`config.mk`:
```
export PLATFORM = sky130hd
export DESIGN_NAME = digital_input_image_packer
export DESIGN_NICKNAME = d
export VERILOG_FILES = /design/src/dig_image_pkg.sv /design/src/digital_input_image_packer.sv /design/src/digital_slot_byte_former.sv
export SDC_FILE = /design/constraint.sdc
export NUM_CORES = 1
export LEC_CHECK = 0
export ABC_AREA = 1
export BUFFER_PORTS_ARGS = -buffer_cell sky130_fd_sc_hd__buf_2
export CAP_MARGIN = 20
export CORE_ASPECT_RATIO = 1.25
export CORE_MARGIN = 2
export CORE_UTILIZATION = 27
export CTS_CLUSTER_DIAMETER = 100
export CTS_CLUSTER_SIZE = 10
export DETAILED_ROUTE_END_ITERATION = 6
export GPL_TIMING_DRIVEN = 0
export PLACE_DENSITY = 0.53
export SLEW_MARGIN = 30
export SYNTH_ARGS = -nofsm -noshare
export SYNTH_HDL_FRONTEND = slang
export SYNTH_HIERARCHICAL = 1
export SYNTH_SLANG_ARGS = --single-unit
```
`constraint.sdc`:
```
create_clock -name core_clk_i -period 13.2 [get_ports core_clk_i]
set_input_delay 2.64 -clock core_clk_i [delete_from_list [all_inputs] [get_ports core_clk_i]]
set_output_delay 2.64 -clock core_clk_i [all_outputs]
set_load 0.005 [all_outputs]
```
`src/dig_image_pkg.sv`:
```
// Shared constants and types for the digital input image packer
package dig_image_pkg;
  localparam int BYTE_W = 8;
  localparam int WORD_W = 16;
  localparam int NUM_SLOTS = 4;
  localparam int SLOT_W = 2;
  localparam int KIND_W = 3;
  localparam int ADDR_W = 8;
  localparam int CH_MAX = 8;
  // Bit positions within a module's image byte
  localparam int STATE_CH1_POS = 0;
  localparam int STATE_CH2_POS = 1;
  localparam int FAULT_SINGLE_POS = 1;
  localparam int FAULT_CH1_POS = 2;
  localparam int FAULT_CH2_POS = 3;
  localparam int NIBBLE_W = 4;
  // Byte lanes within an image word
  localparam int LO_LSB = 0;
  localparam int HI_LSB = 8;
  localparam logic [BYTE_W-1:0] BYTE_ZERO = 8'h00;
  localparam logic [WORD_W-1:0] WORD_ZERO = 16'h0000;
  localparam logic [ADDR_W-1:0] ADDR_ZERO = 8'h00;
  localparam logic [ADDR_W-1:0] ADDR_ONE = 8'h01;
  localparam logic [SLOT_W-1:0] SLOT_ZERO = 2'h0;
  localparam logic [SLOT_W-1:0] SLOT_ONE = 2'h1;
  localparam logic [SLOT_W-1:0] LAST_SLOT = 2'h3;
  // Kinds of digital input module a slot can hold
  typedef enum logic [KIND_W-1:0] {
    KIND_NONE,
    KIND_1CH_DIAG,
    KIND_2CH,
    KIND_2CH_DIAG,
    KIND_4CH,
    KIND_8CH
  } slot_kind_type;
  typedef enum logic [1:0] {
    ST_IDLE,
    ST_PACK,
    ST_FLUSH
  } pack_state_type;
endpackage : dig_image_pkg

```
`src/digital_input_image_packer.sv`:
```
// Packs digital input module bytes into the word-aligned input image
`timescale 1ns/100ps

module digital_input_image_packer
  import dig_image_pkg::*;
(
  input wire logic core_clk_i, // Core clock, 125 MHz
  input wire logic rst_i, // Asynchronous reset, active high
  input wire logic scan_start_i, // Pulse: build a new image
  input wire logic [dig_image_pkg::ADDR_W-1:0] analog_words_i, // Analog size
  input wire logic [dig_image_pkg::NUM_SLOTS*dig_image_pkg::KIND_W-1:0]
    slot_kind_i, // Kind per slot
  input wire logic [dig_image_pkg::NUM_SLOTS*dig_image_pkg::CH_MAX-1:0]
    slot_state_i, // Channel levels per slot
  input wire logic [dig_image_pkg::NUM_SLOTS*dig_image_pkg::CH_MAX-1:0]
    slot_fault_i, // Channel faults per slot
  output logic img_wr_o, // Pulse: image word write
  output logic [dig_image_pkg::ADDR_W-1:0] img_addr_o, // Image word address
  output logic [dig_image_pkg::WORD_W-1:0] img_data_o, // Image word data
  output logic busy_o, // Scan in progress
  output logic done_o // Pulse: scan finished
);
  import dig_image_pkg::*;

  localparam int SCAN_MAX_CYC = NUM_SLOTS + 2;

  pack_state_type state_r, state_nxt;
  logic [SLOT_W-1:0] slot_r, slot_nxt;
  logic half_r, half_nxt;
  logic flush_r, flush_nxt;
  logic [ADDR_W-1:0] word_r, word_nxt;
  logic [ADDR_W-1:0] base_r, base_nxt;
  logic [BYTE_W-1:0] lo_r, lo_nxt;
  logic [NUM_SLOTS*KIND_W-1:0] kind_r, kind_nxt;
  logic [NUM_SLOTS*CH_MAX-1:0] lvl_r, lvl_nxt;
  logic [NUM_SLOTS*CH_MAX-1:0] flt_r, flt_nxt;
  logic img_wr_nxt, busy_nxt, done_nxt;
  logic [ADDR_W-1:0] img_addr_nxt, next_addr;
  logic [WORD_W-1:0] img_data_nxt;
  logic [BYTE_W-1:0] slot_byte [NUM_SLOTS];
  slot_kind_type slot_kind [NUM_SLOTS];
  logic [BYTE_W-1:0] cur_byte;
  slot_kind_type cur_kind;

  // One former per slot on the frozen snapshot
  for (genvar g = 0; g < NUM_SLOTS; g++) begin : g_slot
    assign slot_kind[g] = slot_kind_type'(kind_r[g*KIND_W +: KIND_W]);
    digital_slot_byte_former u_former (
      .kind_i(slot_kind[g]),
      .state_i(lvl_r[g*CH_MAX +: CH_MAX]),
      .fault_i(flt_r[g*CH_MAX +: CH_MAX]),
      .byte_o(slot_byte[g])
    );
  end

  // Current slot and the address of the word being filled
  assign cur_byte = slot_byte[slot_r];
  assign cur_kind = slot_kind[slot_r];
  assign next_addr = base_r + word_r;

  // Scan sequencer; inputs are frozen at start so a word never mixes scans
  always_comb begin
    state_nxt = state_r;
    slot_nxt = slot_r;
    half_nxt = half_r;
    word_nxt = word_r;
    base_nxt = base_r;
    lo_nxt = lo_r;
    kind_nxt = kind_r;
    lvl_nxt = lvl_r;
    flt_nxt = flt_r;
    img_wr_nxt = 1'b0;
    img_addr_nxt = img_addr_o;
    img_data_nxt = img_data_o;
    busy_nxt = busy_o;
    done_nxt = 1'b0;
    flush_nxt = 1'b0;
    unique case (state_r)
      ST_IDLE: begin
        if (scan_start_i) begin
          kind_nxt = slot_kind_i;
          lvl_nxt = slot_state_i;
          flt_nxt = slot_fault_i;
          base_nxt = analog_words_i;
          slot_nxt = SLOT_ZERO;
          half_nxt = 1'b0;
          word_nxt = ADDR_ZERO;
          busy_nxt = 1'b1;
          state_nxt = ST_PACK;
        end
      end
      ST_PACK: begin
        // Empty slots take no image space, so later bytes close up
        if (cur_kind != KIND_NONE) begin
          if (!half_r) begin
            lo_nxt = cur_byte;
            half_nxt = 1'b1;
          end else begin
            img_wr_nxt = 1'b1;
            img_addr_nxt = next_addr;
            img_data_nxt = {cur_byte, lo_r};
            word_nxt = word_r + ADDR_ONE;
            half_nxt = 1'b0;
          end
        end
        if (slot_r == LAST_SLOT) begin
          if (half_nxt) begin
            state_nxt = ST_FLUSH;
          end else begin
            state_nxt = ST_IDLE;
            busy_nxt = 1'b0;
            done_nxt = 1'b1;
          end
        end else begin
          slot_nxt = slot_r + SLOT_ONE;
        end
      end
      ST_FLUSH: begin
        // An odd last byte is padded so the image stays in whole words
        img_wr_nxt = 1'b1;
        img_addr_nxt = next_addr;
        img_data_nxt = {BYTE_ZERO, lo_r};
        flush_nxt = 1'b1;
        word_nxt = word_r + ADDR_ONE;
        half_nxt = 1'b0;
        busy_nxt = 1'b0;
        done_nxt = 1'b1;
        state_nxt = ST_IDLE;
      end
    endcase
  end

  // Registers only; outputs leave straight from these flops, local port only
  always_ff @(posedge core_clk_i or posedge rst_i) begin
    if (rst_i) begin
      state_r <= ST_IDLE;
      slot_r <= SLOT_ZERO;
      half_r <= 1'b0;
      flush_r <= 1'b0;
      word_r <= ADDR_ZERO;
      base_r <= ADDR_ZERO;
      lo_r <= BYTE_ZERO;
      kind_r <= '0;
      lvl_r <= '0;
      flt_r <= '0;
      img_wr_o <= 1'b0;
      img_addr_o <= ADDR_ZERO;
      img_data_o <= WORD_ZERO;
      busy_o <= 1'b0;
      done_o <= 1'b0;
    end else begin
      state_r <= state_nxt;
      slot_r <= slot_nxt;
      half_r <= half_nxt;
      flush_r <= flush_nxt;
      word_r <= word_nxt;
      base_r <= base_nxt;
      lo_r <= lo_nxt;
      kind_r <= kind_nxt;
      lvl_r <= lvl_nxt;
      flt_r <= flt_nxt;
      img_wr_o <= img_wr_nxt;
      img_addr_o <= img_addr_nxt;
      img_data_o <= img_data_nxt;
      busy_o <= busy_nxt;
      done_o <= done_nxt;
    end
  end
endmodule : digital_input_image_packer

```
`src/digital_slot_byte_former.sv`:
```
// Forms the image byte of one digital input module from its channels
`timescale 1ns/100ps
module digital_slot_byte_former
  import dig_image_pkg::*;
(
  input wire dig_image_pkg::slot_kind_type kind_i, // Module kind
  input wire logic [dig_image_pkg::CH_MAX-1:0] state_i, // Channel levels
  input wire logic [dig_image_pkg::CH_MAX-1:0] fault_i, // Channel faults
  output logic [dig_image_pkg::BYTE_W-1:0] byte_o // Packed image byte
);
  import dig_image_pkg::*;

  // Every path starts from zero so unused bits never leak
  always_comb begin
    byte_o = BYTE_ZERO;
    unique case (kind_i)
      KIND_NONE: begin
        byte_o = BYTE_ZERO;
      end
      KIND_1CH_DIAG: begin
        byte_o[STATE_CH1_POS] = state_i[0];
        byte_o[FAULT_SINGLE_POS] = fault_i[0];
      end
      KIND_2CH: begin
        byte_o[STATE_CH1_POS] = state_i[0];
        byte_o[STATE_CH2_POS] = state_i[1];
      end
      KIND_2CH_DIAG: begin
        byte_o[STATE_CH1_POS] = state_i[0];
        byte_o[STATE_CH2_POS] = state_i[1];
        byte_o[FAULT_CH1_POS] = fault_i[0];
        byte_o[FAULT_CH2_POS] = fault_i[1];
      end
      KIND_4CH: begin
        byte_o[NIBBLE_W-1:0] = state_i[NIBBLE_W-1:0];
      end
      KIND_8CH: begin
        byte_o = state_i;
      end
      // Codes past the last kind give a zero byte, as an empty slot does
      default: begin
        byte_o = BYTE_ZERO;
      end
    endcase
  end
endmodule : digital_slot_byte_former

```
==> summary.md, run 1 <==
| Metric | Value |
|---|---|
| Status | finished, final reports clean |
| Critical path peak fanout | 10 |
| DR WL/cell | between 10 and 15 um |
| Post-CTS resize count | 0 |
| Root Driver | clkbuf_16 |
| Clk pin slew, worst setup/hold paths | 0.07 ns |
| TritonCTS clock tree | done |
| Clock Tree Buf Depth | 2 |
| Worst hold stages | 2 |
| Initial Utilization | between 20% and 30% |
| Crit share post-route | between 20% and 30% |
| Die Ht | 166.7 um |
| Final #Nets | a little over 800 |
| PwrDens | ~250 mW/mm^2 |
| CTS Buf Count | 9 |
| Post-route minimum period | roughly 3.6 ns |
| Sum Neg Setup Slack | 0 ns |
| HPWL after DPL | 10610 um |
| Pre-antenna DRT Iters | 4 |
| Antenna diode count | 0 |
| Final ANT Viol Nets | 0 |
| Most frequent cells in the layout | nand2_1, dfrtp_1, buf_2 |
| CTS Hold Buffers Added | 0 |
| Syn avg cell area | about 9 um^2 |
| CP Data Arrival Time | 3.82 ns |
| Reg-to-reg startpoint | slot_r[0] |
| Dpl ws | 9.228 ns |
| Reg2reg path depth | 11 |
| Vias in the first global route | around 4.2k |
| Leakage Power | roughly 3.5 nW |
| Clock Sinks | around 110 |
| Routed wire length | 13840 um |
| Final Hold Fails | 0 |
| FF-to-FF setup slack | approximately 11 ns |
| Crit start category | input port |
| Top Ports | between 100 and 150 |
| Port bufs | slightly below 90 |
| Initial DRC count | between 200 and 250 |
| Row count | about 60 |
| Ratio of cells with drive above 1 in the final layout | about a third |
| Area added between synthesis and finish | 20.33% |
| Crit Reg-Reg Endpoint | lo_r[7] |
| Residual DRC | 0 |
| Syn Inst Count | 620 |
| Met1 Resource Use GR | around 17% |
| Busiest grt layer | met2 |
| Initial antenna violation count | 2 |
| Fmax | around 280 MHz |
| Avg Vias per Cell | approximately 4.3 |
| Setup violators final | 0 |
| Setup Crit Path Kind | input port to register |
| Max-Cap Viols | 0 |
| Setup bufs post-CTS | 0 |
| Wire length of the first global-routing pass | 22220 um |
| Core ar. | approximately 0.021 mm^2 |
| Worst Clk Skew | roughly 0.012 ns |
| Max Slew Vio Count | 0 |
| Gr ovfl total | 0 |
| H-tree depth | 3 |
| WP data required | about 13 ns |
| Unrepaired setup endpoints after global routing | false |
| Post-Syn Nets | 726 |
| Die Width | 134.1 um |
| Warnings, synthesis | 6 |
| Max-slew headroom | roughly 72% |
| Die area | roughly 0.022 mm^2 |
| Hold Crit Class | register to register |
| Clock latency at the later pin of the worst-skew pair | roughly 0.36 ns |
| Worst-margin pin slew | 0.4134 ns |
| Peak supply drop | ~0.12 mV |
| Hold path start | img_addr_o[4] |
| Largest net degree at the start of global routing | 62 |
| Post-route setup slack | just under 10 ns |
| Post-Syn Area | 0.005717 mm^2 |
| WHS Endpoint | img_addr_o[4] |
| Final Wtd Congestion | approximately 0.81 |
| Routing usage on met2 | between 20% and 30% |
| Fin Hold WS | ~0.47 ns |
| Via count | roughly 4.3k |
| Commonest non-fill, non-tap cell in the layout | nand2_1 |
| CP endpoint kind | register |
| Total global-route track usage | about 13% |
| Met3 usage | under 10% |
-- registers in the layout, indices dropped and copies added, names as in the netlist --
name,flops
slot_r,2
busy_o,1
state_r,2
word_r,8
img_wr_o,1
done_o,1
img_addr_o,8
half_r,1
kind_r,12
lo_r,8
flt_r,8
base_r,8
img_data_o,16
lvl_r,32
-- worst max-delay path, stage by stage --
cell and delay, ns:
buf_2 0.10, nand2_1 0.08, buf_2 0.30, buf_2 0.32, mux2_2 0.37
-- cell type report --
| cell class | count | area, um^2 |
|---|---|---|
| buffer | 26 | 180.2 |
| inverter | 59 | 231.5 |
| fill | 2246 | 13940 |
| clock buffer | 10 | 239.0 |
| tap | 274 | 342.8 |
| timing repair buffer | 90 | 473.0 |
| sequential | 108 | 2703 |
| multi-input combinational | 427 | 2610 |
| clock inverter | 5 | 100.1 |
-- power by group --
part	internal (W)	switching (W)	leakage [nW]
Sequential	0.000484	0.000112	1.33
Combinational	0.000344	0.000459	2.00
Clock	0.000189	0.000124	0.168
-- worst max-delay path by stage --
stage,cells after the start,from,endpoint,slack (ns)
after floorplan,1,rst_i,base_r[0],7.71
after global placement,2,rst_i,kind_r[0],6.22
after detailed placement,5,scan_start_i,lvl_r[23],9.23
after CTS,5,scan_start_i,lvl_r[23],9.59
after global routing,5,scan_start_i,lvl_r[26],9.54
final,5,scan_start_i,lvl_r[23],9.62
-- per-layer routing --
layer / vias up / part of all wire (%) / wire length, um
li1: 2209 / - / -
met1: 2010 / 45 / 6280
met2: 85 / 49 / 6787
met3: 8 / 5.0 / 696
met4: 2 / 0.48 / 66
met5: - / 0.094 / 13
-- through the flow --
stage	instances	util, %	instance area (um^2)	power (W)
after floorplan	620	-	5717	0.001190
after global placement	983	31.25	6505	0.001409
after detailed placement	984	31.42	6540	0.001421
after CTS	999	33.04	6879	0.001741
after global routing	999	33.04	6879	0.001871
final	999	33.04	6879	0.001712
No activity file was read; power rests on OpenSTA's default activity.
==> inputs of run 2 (changes only) <==
- ABC_AREA: 1 -> 0
- PLACE_DENSITY: 0.53 -> 0.54
- clock period: 13.2 -> 3.48 ns (I/O delays scaled with it)
==> summary.md, run 2 <==
| Metric | Value |
|---|---|
| Top Ports | 114 (unchanged) |
| Syn Inst Count | 442 (-29%) |
| Avg Vias per Cell | 4.575 (+5.9%) |
| CP Data Arrival Time | 2.80 ns (-1.02 ns) |
| Initial antenna violation count | 0 (-2) |
| Residual DRC | 0 (unchanged) |
| Crit share post-route | about 74% |
| Largest register FFs | 32 (unchanged) |
| Root Driver | clkbuf_16 |
| Register bank with the most flops | lvl_r |
| Final Wtd Congestion | 0.8179 (+1.4%) |
| Footprint of the multi-input gates | 0.002514 mm^2 (-3.7%) |
| WP data required | 3.70 ns (-9.74 ns) |
| Wire length of the first global-routing pass | 21350 um (-3.9%) |
| HPWL after DPL | 10540 um (-0.66%) |
| Area added between synthesis and finish | 21.70% |
| Setup Crit Path Kind | register to register |
| Worst Clk Skew | 0.008670 ns (-0.003012 ns) |
| Critical path peak fanout | 10 (unchanged) |
| Ratio of cells with drive above 1 in the final layout | 39.02% (+7.4 points) |
| Worst-margin pin slew | 0.7255 ns (+0.3121 ns) |
| Post-route minimum period | ~2.6 ns |
| Final ANT Viol Nets | 0 (unchanged) |
| Vias in the first global route | 4041 (-4.8%) |
| Gr ovfl total | 0 (unchanged) |
| Hold Crit Class | input port to asynchronous set/reset pin |
| FILL cells | 1947 (-13%) |
| Warnings, synthesis | 6 (unchanged) |
| Register area | 0.002703 mm^2 (unchanged) |
| TritonCTS clock tree | done |
| PnR Total Power | 0.005790 W (+240%) |
| Setup violators final | 0 (unchanged) |
| Post-Route Utilization | 33.56% (+0.51 points) |
| Largest net degree at the start of global routing | 32 (-48%) |
| Fmax | a little under 400 MHz |
| Pre-antenna DRT Iters | 4 (unchanged) |
| Largest registers | lvl_r x32, img_data_o x16, kind_r x12 |
| CTS Buf Count | 9 (unchanged) |
| Initial DRC count | 112 (-45%) |
| PwrDens | 886.2 mW/mm^2 (+260%) |
| Post-CTS resize count | 0 (unchanged) |
| Initial Utilization | 27.58% (+0.11 points) |
| Max-slew headroom | 51.63% (-21 points) |
| Die Width | 130.1 um (-3.0%) |
| Final Hold Fails | 0 (unchanged) |
| Post-Syn Area | 0.005369 mm^2 (-6.1%) |
| Status | finished, final reports clean |
| DR WL/cell | 16.12 um (+16%) |
| Syn avg cell area | 12.15 um^2 (+32%) |
| Clock latency at the later pin of the worst-skew pair | 0.35 ns (about the same) |
| Sum Neg Setup Slack | 0 ns (unchanged) |
| Clk pin slew, worst setup/hold paths | 0.07 ns (about the same) |
| Finished Layout Cells | 816 (-18%) |
| Post-Syn Nets | 548 (-25%) |
| Most frequent cells in the layout | dfrtp_1, buf_2, mux2_2 |
| Leakage Power | 2.980 nW (-15%) |
| Clock Tree Buf Depth | 2 (unchanged) |
| Total global-route track usage | 13.37% (+0.57 points) |
| Die area | 0.02104 mm^2 (-5.9%) |
| Unrepaired setup endpoints after global routing | false |
| Inst Count DP | 800 (-19%) |
| Setup bufs post-CTS | 0 (unchanged) |
| Core ar. | 0.01947 mm^2 (-6.5%) |
| H-tree depth | 3 (unchanged) |
| Peak supply drop | 0.3623 mV (+200%) |
| Max Slew Vio Count | 0 (unchanged) |
| Row count | 57 (-3.4%) |
| Max-Cap Viols | 0 (unchanged) |
| Via count | 3733 (-13%) |
| Crit start category | register |
| CP endpoint kind | register |
| Commonest non-fill, non-tap cell in the layout | dfrtp_1 |
| Routed wire length | 13150 um (-5.0%) |
| Die Ht | 161.7 um (-3.0%) |
| Final #Nets | 652 (-21%) |
| Port bufs | 89 (unchanged) |
| Antenna diode count | 0 (unchanged) |
| CTS Hold Buffers Added | 0 (unchanged) |
| Clock Sinks | 108 (unchanged) |
[run 2: cell type report]
class | instances | area share (%)
Inverter | 17 | 1.034
Multi-Input combinational cell | 297 | 38.47
Clock buffer | 11 | 3.868
Tap cell | 265 | 5.075
Timing Repair Buffer | 93 | 8.273
Sequential cell | 108 | 41.36
Clock inverter | 5 | 0.5553
Buffer | 20 | 1.360
[run 2: metrics by stage]
stage	setup WS (ns)	area [um^2]	hold slack, ns
final	0.9015	6534	0.2913
after global placement	0.7577	6150	0.4628
after global routing	0.7900	6534	0.2996
after CTS	0.8628	6534	0.2833
after floorplan	1.227	5373	0.4522
after detailed placement	0.8844	6245	0.4650
[run 2: final timing paths]
| path | cells after the start | slack [ns] | to | from |
|---|---|---|---|---|
| worst max register to register | 5 | 0.90 | img_data_o[2] | kind_r[4] |
| worst max-delay path | 5 | 0.90 | img_data_o[2] | kind_r[4] |
| worst min-delay path | 2 | 0.29 | lvl_r[2] | rst_i |
| min in group core_clk_i | 2 | 0.49 | img_data_o[13] | img_data_o[13] |
| max in group asynchronous | 4 | 2.55 | img_data_o[6] | rst_i |
| worst min register to register | 2 | 0.49 | img_data_o[13] | img_data_o[13] |
[run 2: where the power goes]
| group | internal (W) | switching, W | total (W) |
|---|---|---|---|
| logic | 0.00130 | 0.00119 | 0.00249 |
| clock network | 0.000525 | 0.000466 | 0.000991 |
| registers | 0.00183 | 0.000478 | 0.00231 |
[run 2: worst max-delay path: stages, from the launching register on]
cell and delay, ns:
dfrtp_1 0.49, or3_1 0.38, mux4_2 0.55, a31oi_4 0.47
buf_6 0.21, mux2_1 0.34
[run 2: metal layers]
metal / vias up / track usage, % / wire length [um] / part of all wire, %
li1: 1804 / - / - / -
met1: 1801 / 16.52 / 5511 / 42
met2: 111 / 22.82 / 6587 / 50
met3: 17 / 2.734 / 729 / 5.5
met4: 0 / 5.132 / 323 / 2.5
met5: - / 0 / 0 / 0
==> inputs of run 3 (changes only) <==
- clock period: 3.48 -> 2.4 ns (I/O delays scaled with it)
==> summary.md, run 3 (same netlist as run 2, synthesis figures left out) <==
| Metric | Value |
|---|---|
| Status | finished, final reports clean |
| Die area | 0.02104 mm^2 (unchanged) |
| Initial Utilization | 27.58% (unchanged) |
| Max-slew headroom | 51.28% (-0.35 points) |
| Register bank with the most flops | lvl_r |
| Post-route minimum period | 2.270 ns (-0.3087 ns) |
| Vias in the first global route | 4049 (+0.20%) |
| Worst-margin pin slew | 0.7308 ns (+0.005282 ns) |
| Final Cell Area | 0.006574 mm^2 (+0.61%) |
| Residual DRC | 0 (unchanged) |
| Row count | 57 (unchanged) |
| Setup violators final | 0 (unchanged) |
| Crit share post-route | 94.58% (+20 points) |
| Final Hold Fails | 0 (unchanged) |
| Critical path peak fanout | 10 (unchanged) |
| DR WL/cell | 16.05 um (-0.38%) |
| Root Driver | clkbuf_16 |
| Avg Vias per Cell | 4.530 (-0.98%) |
| Wire length of the first global-routing pass | 21370 um (about the same) |
| Top Ports | 114 (unchanged) |
| Fmax | 440.6 MHz (+14%) |
| Total global-route track usage | 13.39% (+0.014 points) |
| Clock latency at the later pin of the worst-skew pair | 0.35 ns (about the same) |
| Die Width | 130.1 um (unchanged) |
| Finished Layout Cells | 819 (+0.37%) |
| CP Data Arrival Time | 2.49 ns (-0.31 ns) |
| Die Ht | 161.7 um (unchanged) |
| CP bufs+invs | 2 (+1) |
| Final Wtd Congestion | 0.8179 (unchanged) |
| PwrDens | 1290 mW/mm^2 (+46%) |
| Ratio of cells with drive above 1 in the final layout | 40.25% (+1.2 points) |
| TritonCTS clock tree | done |
| Max Slew Vio Count | 0 (unchanged) |
| Area added between synthesis and finish | 22.44% |
| Most frequent cells in the layout | dfrtp_1, buf_2, mux2_2 |
| Clock Sinks | 108 (unchanged) |
| Peak supply drop | 0.4940 mV (+36%) |
| Post-route setup slack | 0.1302 ns (-0.7713 ns) |
| Antenna diode count | 0 (unchanged) |
| FILL cells | 1943 (-0.21%) |
| Slowest cell delay on critical path | 0.51 ns (-0.04 ns) |
| Setup Crit Path Kind | register to register |
| Post-Route Utilization | 33.76% (+0.21 points) |
| Commonest non-fill, non-tap cell in the layout | dfrtp_1 |
| Port bufs | 89 (unchanged) |
| H-tree depth | 3 (unchanged) |
| Register area | 0.002705 mm^2 (about the same) |
| CP endpoint kind | register |
| Clk pin slew, worst setup/hold paths | 0.07 ns (about the same) |
| Max-Cap Viols | 0 (unchanged) |
| Pre-antenna DRT Iters | 4 (unchanged) |
| Leakage Power | 3.001 nW (+0.70%) |
| Largest register FFs | 32 (unchanged) |
| Largest net degree at the start of global routing | 32 (unchanged) |
| Initial antenna violation count | 0 (unchanged) |
| Largest registers | lvl_r x32, img_data_o x16, kind_r x12 |
| Footprint of the multi-input gates | 0.002527 mm^2 (+0.55%) |
| Ordered list of cells on the worst path | inv_1, ha_1, nor2b_1, a2111oi_0, nor3_2, clkbuf_1, o21ai_0, o31ai_1 |
| CP top delay family | compound AO/OA/AOI/OAI gates |
| Via count | 3710 (-0.62%) |
| Final #Nets | 655 (+0.46%) |
| Final ANT Viol Nets | 0 (unchanged) |
| Crit start category | register |
| Initial DRC count | 125 (+12%) |
| Sum Neg Setup Slack | 0 ns (unchanged) |
| Worst Clk Skew | 0.008354 ns (-0.0003161 ns) |
| Slowest-stage cell, CP | a2111oi_0 |
| Hold Crit Class | input port to asynchronous set/reset pin |
| WP data required | 2.62 ns (-1.08 ns) |
| Routed wire length | 13150 um (about the same) |
| Unrepaired setup endpoints after global routing | false |
| Dpl cell area | 0.006245 mm^2 (unchanged) |
| Gr ovfl total | 0 (unchanged) |
| HPWL after DPL | 10540 um (unchanged) |
| Inst Count DP | 800 (unchanged) |
| Core ar. | 0.01947 mm^2 (unchanged) |
| CTS Buf Count | 9 (unchanged) |
| Dpl ws | -0.1956 ns (-1.080 ns) |
| Clock Tree Buf Depth | 2 (unchanged) |
run 3: changes by cell type in the layout (fill, tap and decap cells not counted):
cell / delta
nor3_1: -1
buf_4: +3
clkbuf_1: -1
a2111oi_1: +1
nor3_2: +1
clkbuf_2: +1
a2111oi_0: -1
dfrtp_1: -2
nand2_1: -1
nand2_4: +1
dfrtp_2: +2
run 3: report_power, final:
| group | internal (W) | switching (W) | total [W] |
|---|---|---|---|
| clock | 0.000761 | 0.000672 | 0.00143 |
| sequential | 0.00266 | 0.000696 | 0.00336 |
| combinational | 0.00194 | 0.00175 | 0.00369 |
| total | 0.00536 | 0.00312 | 0.00848 |
run 3: path summary, 6_finish.rpt:
path                                  startpoint        endpoint  slack, ns  cells after the start
min in group core_clk_i         slot_state_i[11]       lvl_r[11]       0.36                      2
worst min register to register    img_data_o[13]  img_data_o[13]       0.49                      2
max in group asynchronous                  rst_i   img_data_o[6]       1.68                      4
worst min-delay path                       rst_i        lvl_r[2]       0.08                      2
worst max register to register        state_r[0]       word_r[5]       0.13                      8
worst max-delay path                  state_r[0]       word_r[5]       0.13                      8
run 3: worst reg2reg max path: stages, from the launching register on:
cell and delay, ns:
dfrtp_1 0.38, inv_1 0.07, ha_1 0.26, nor2b_1 0.18, a2111oi_0 0.51, nor3_2 0.16, clkbuf_1 0.23, o21ai_0 0.24
o31ai_1 0.11
run 3: layout make-up:
type / count / area share (%)
timing repair buffer: 96 / 8.565
clock buffer: 11 / 3.845
tap: 265 / 5.044
multi-input combinational: 297 / 38.45
sequential: 108 / 41.15
buffer: 20 / 1.370
inverter: 17 / 1.028
clock inverter: 5 / 0.5520
run 3: per-layer routing:
metal	GRT usage [%]	share of wire, %	vias to the layer above
met3	2.734	4.8	17
met2	22.85	50	86
li1	-	-	1813
met5	0	0	-
met1	16.54	43	1794
met4	5.132	2.5	0
run 3: through the flow:
step / power [W] / hold slack [ns]
floorplan: 0.005822 / 0.4522
detailed placement: 0.007053 / 0.4517
finish: 0.008482 / 0.07525
global placement: 0.006867 / 0.4628
global route: 0.009168 / 0.08364
CTS: 0.008583 / 0.06726
run 3: timing repair:
| action | in CTS | in global routing |
|---|---|---|
| endpoints found under the setup margin | 41 | 15 |
| pin swaps | 1 | 0 |
| hold buffers | 0 | 0 |
| endpoints found under the hold margin | 0 | 0 |
| gates resized for setup | 2 | 5 |
| setup buffers | 3 | 0 |
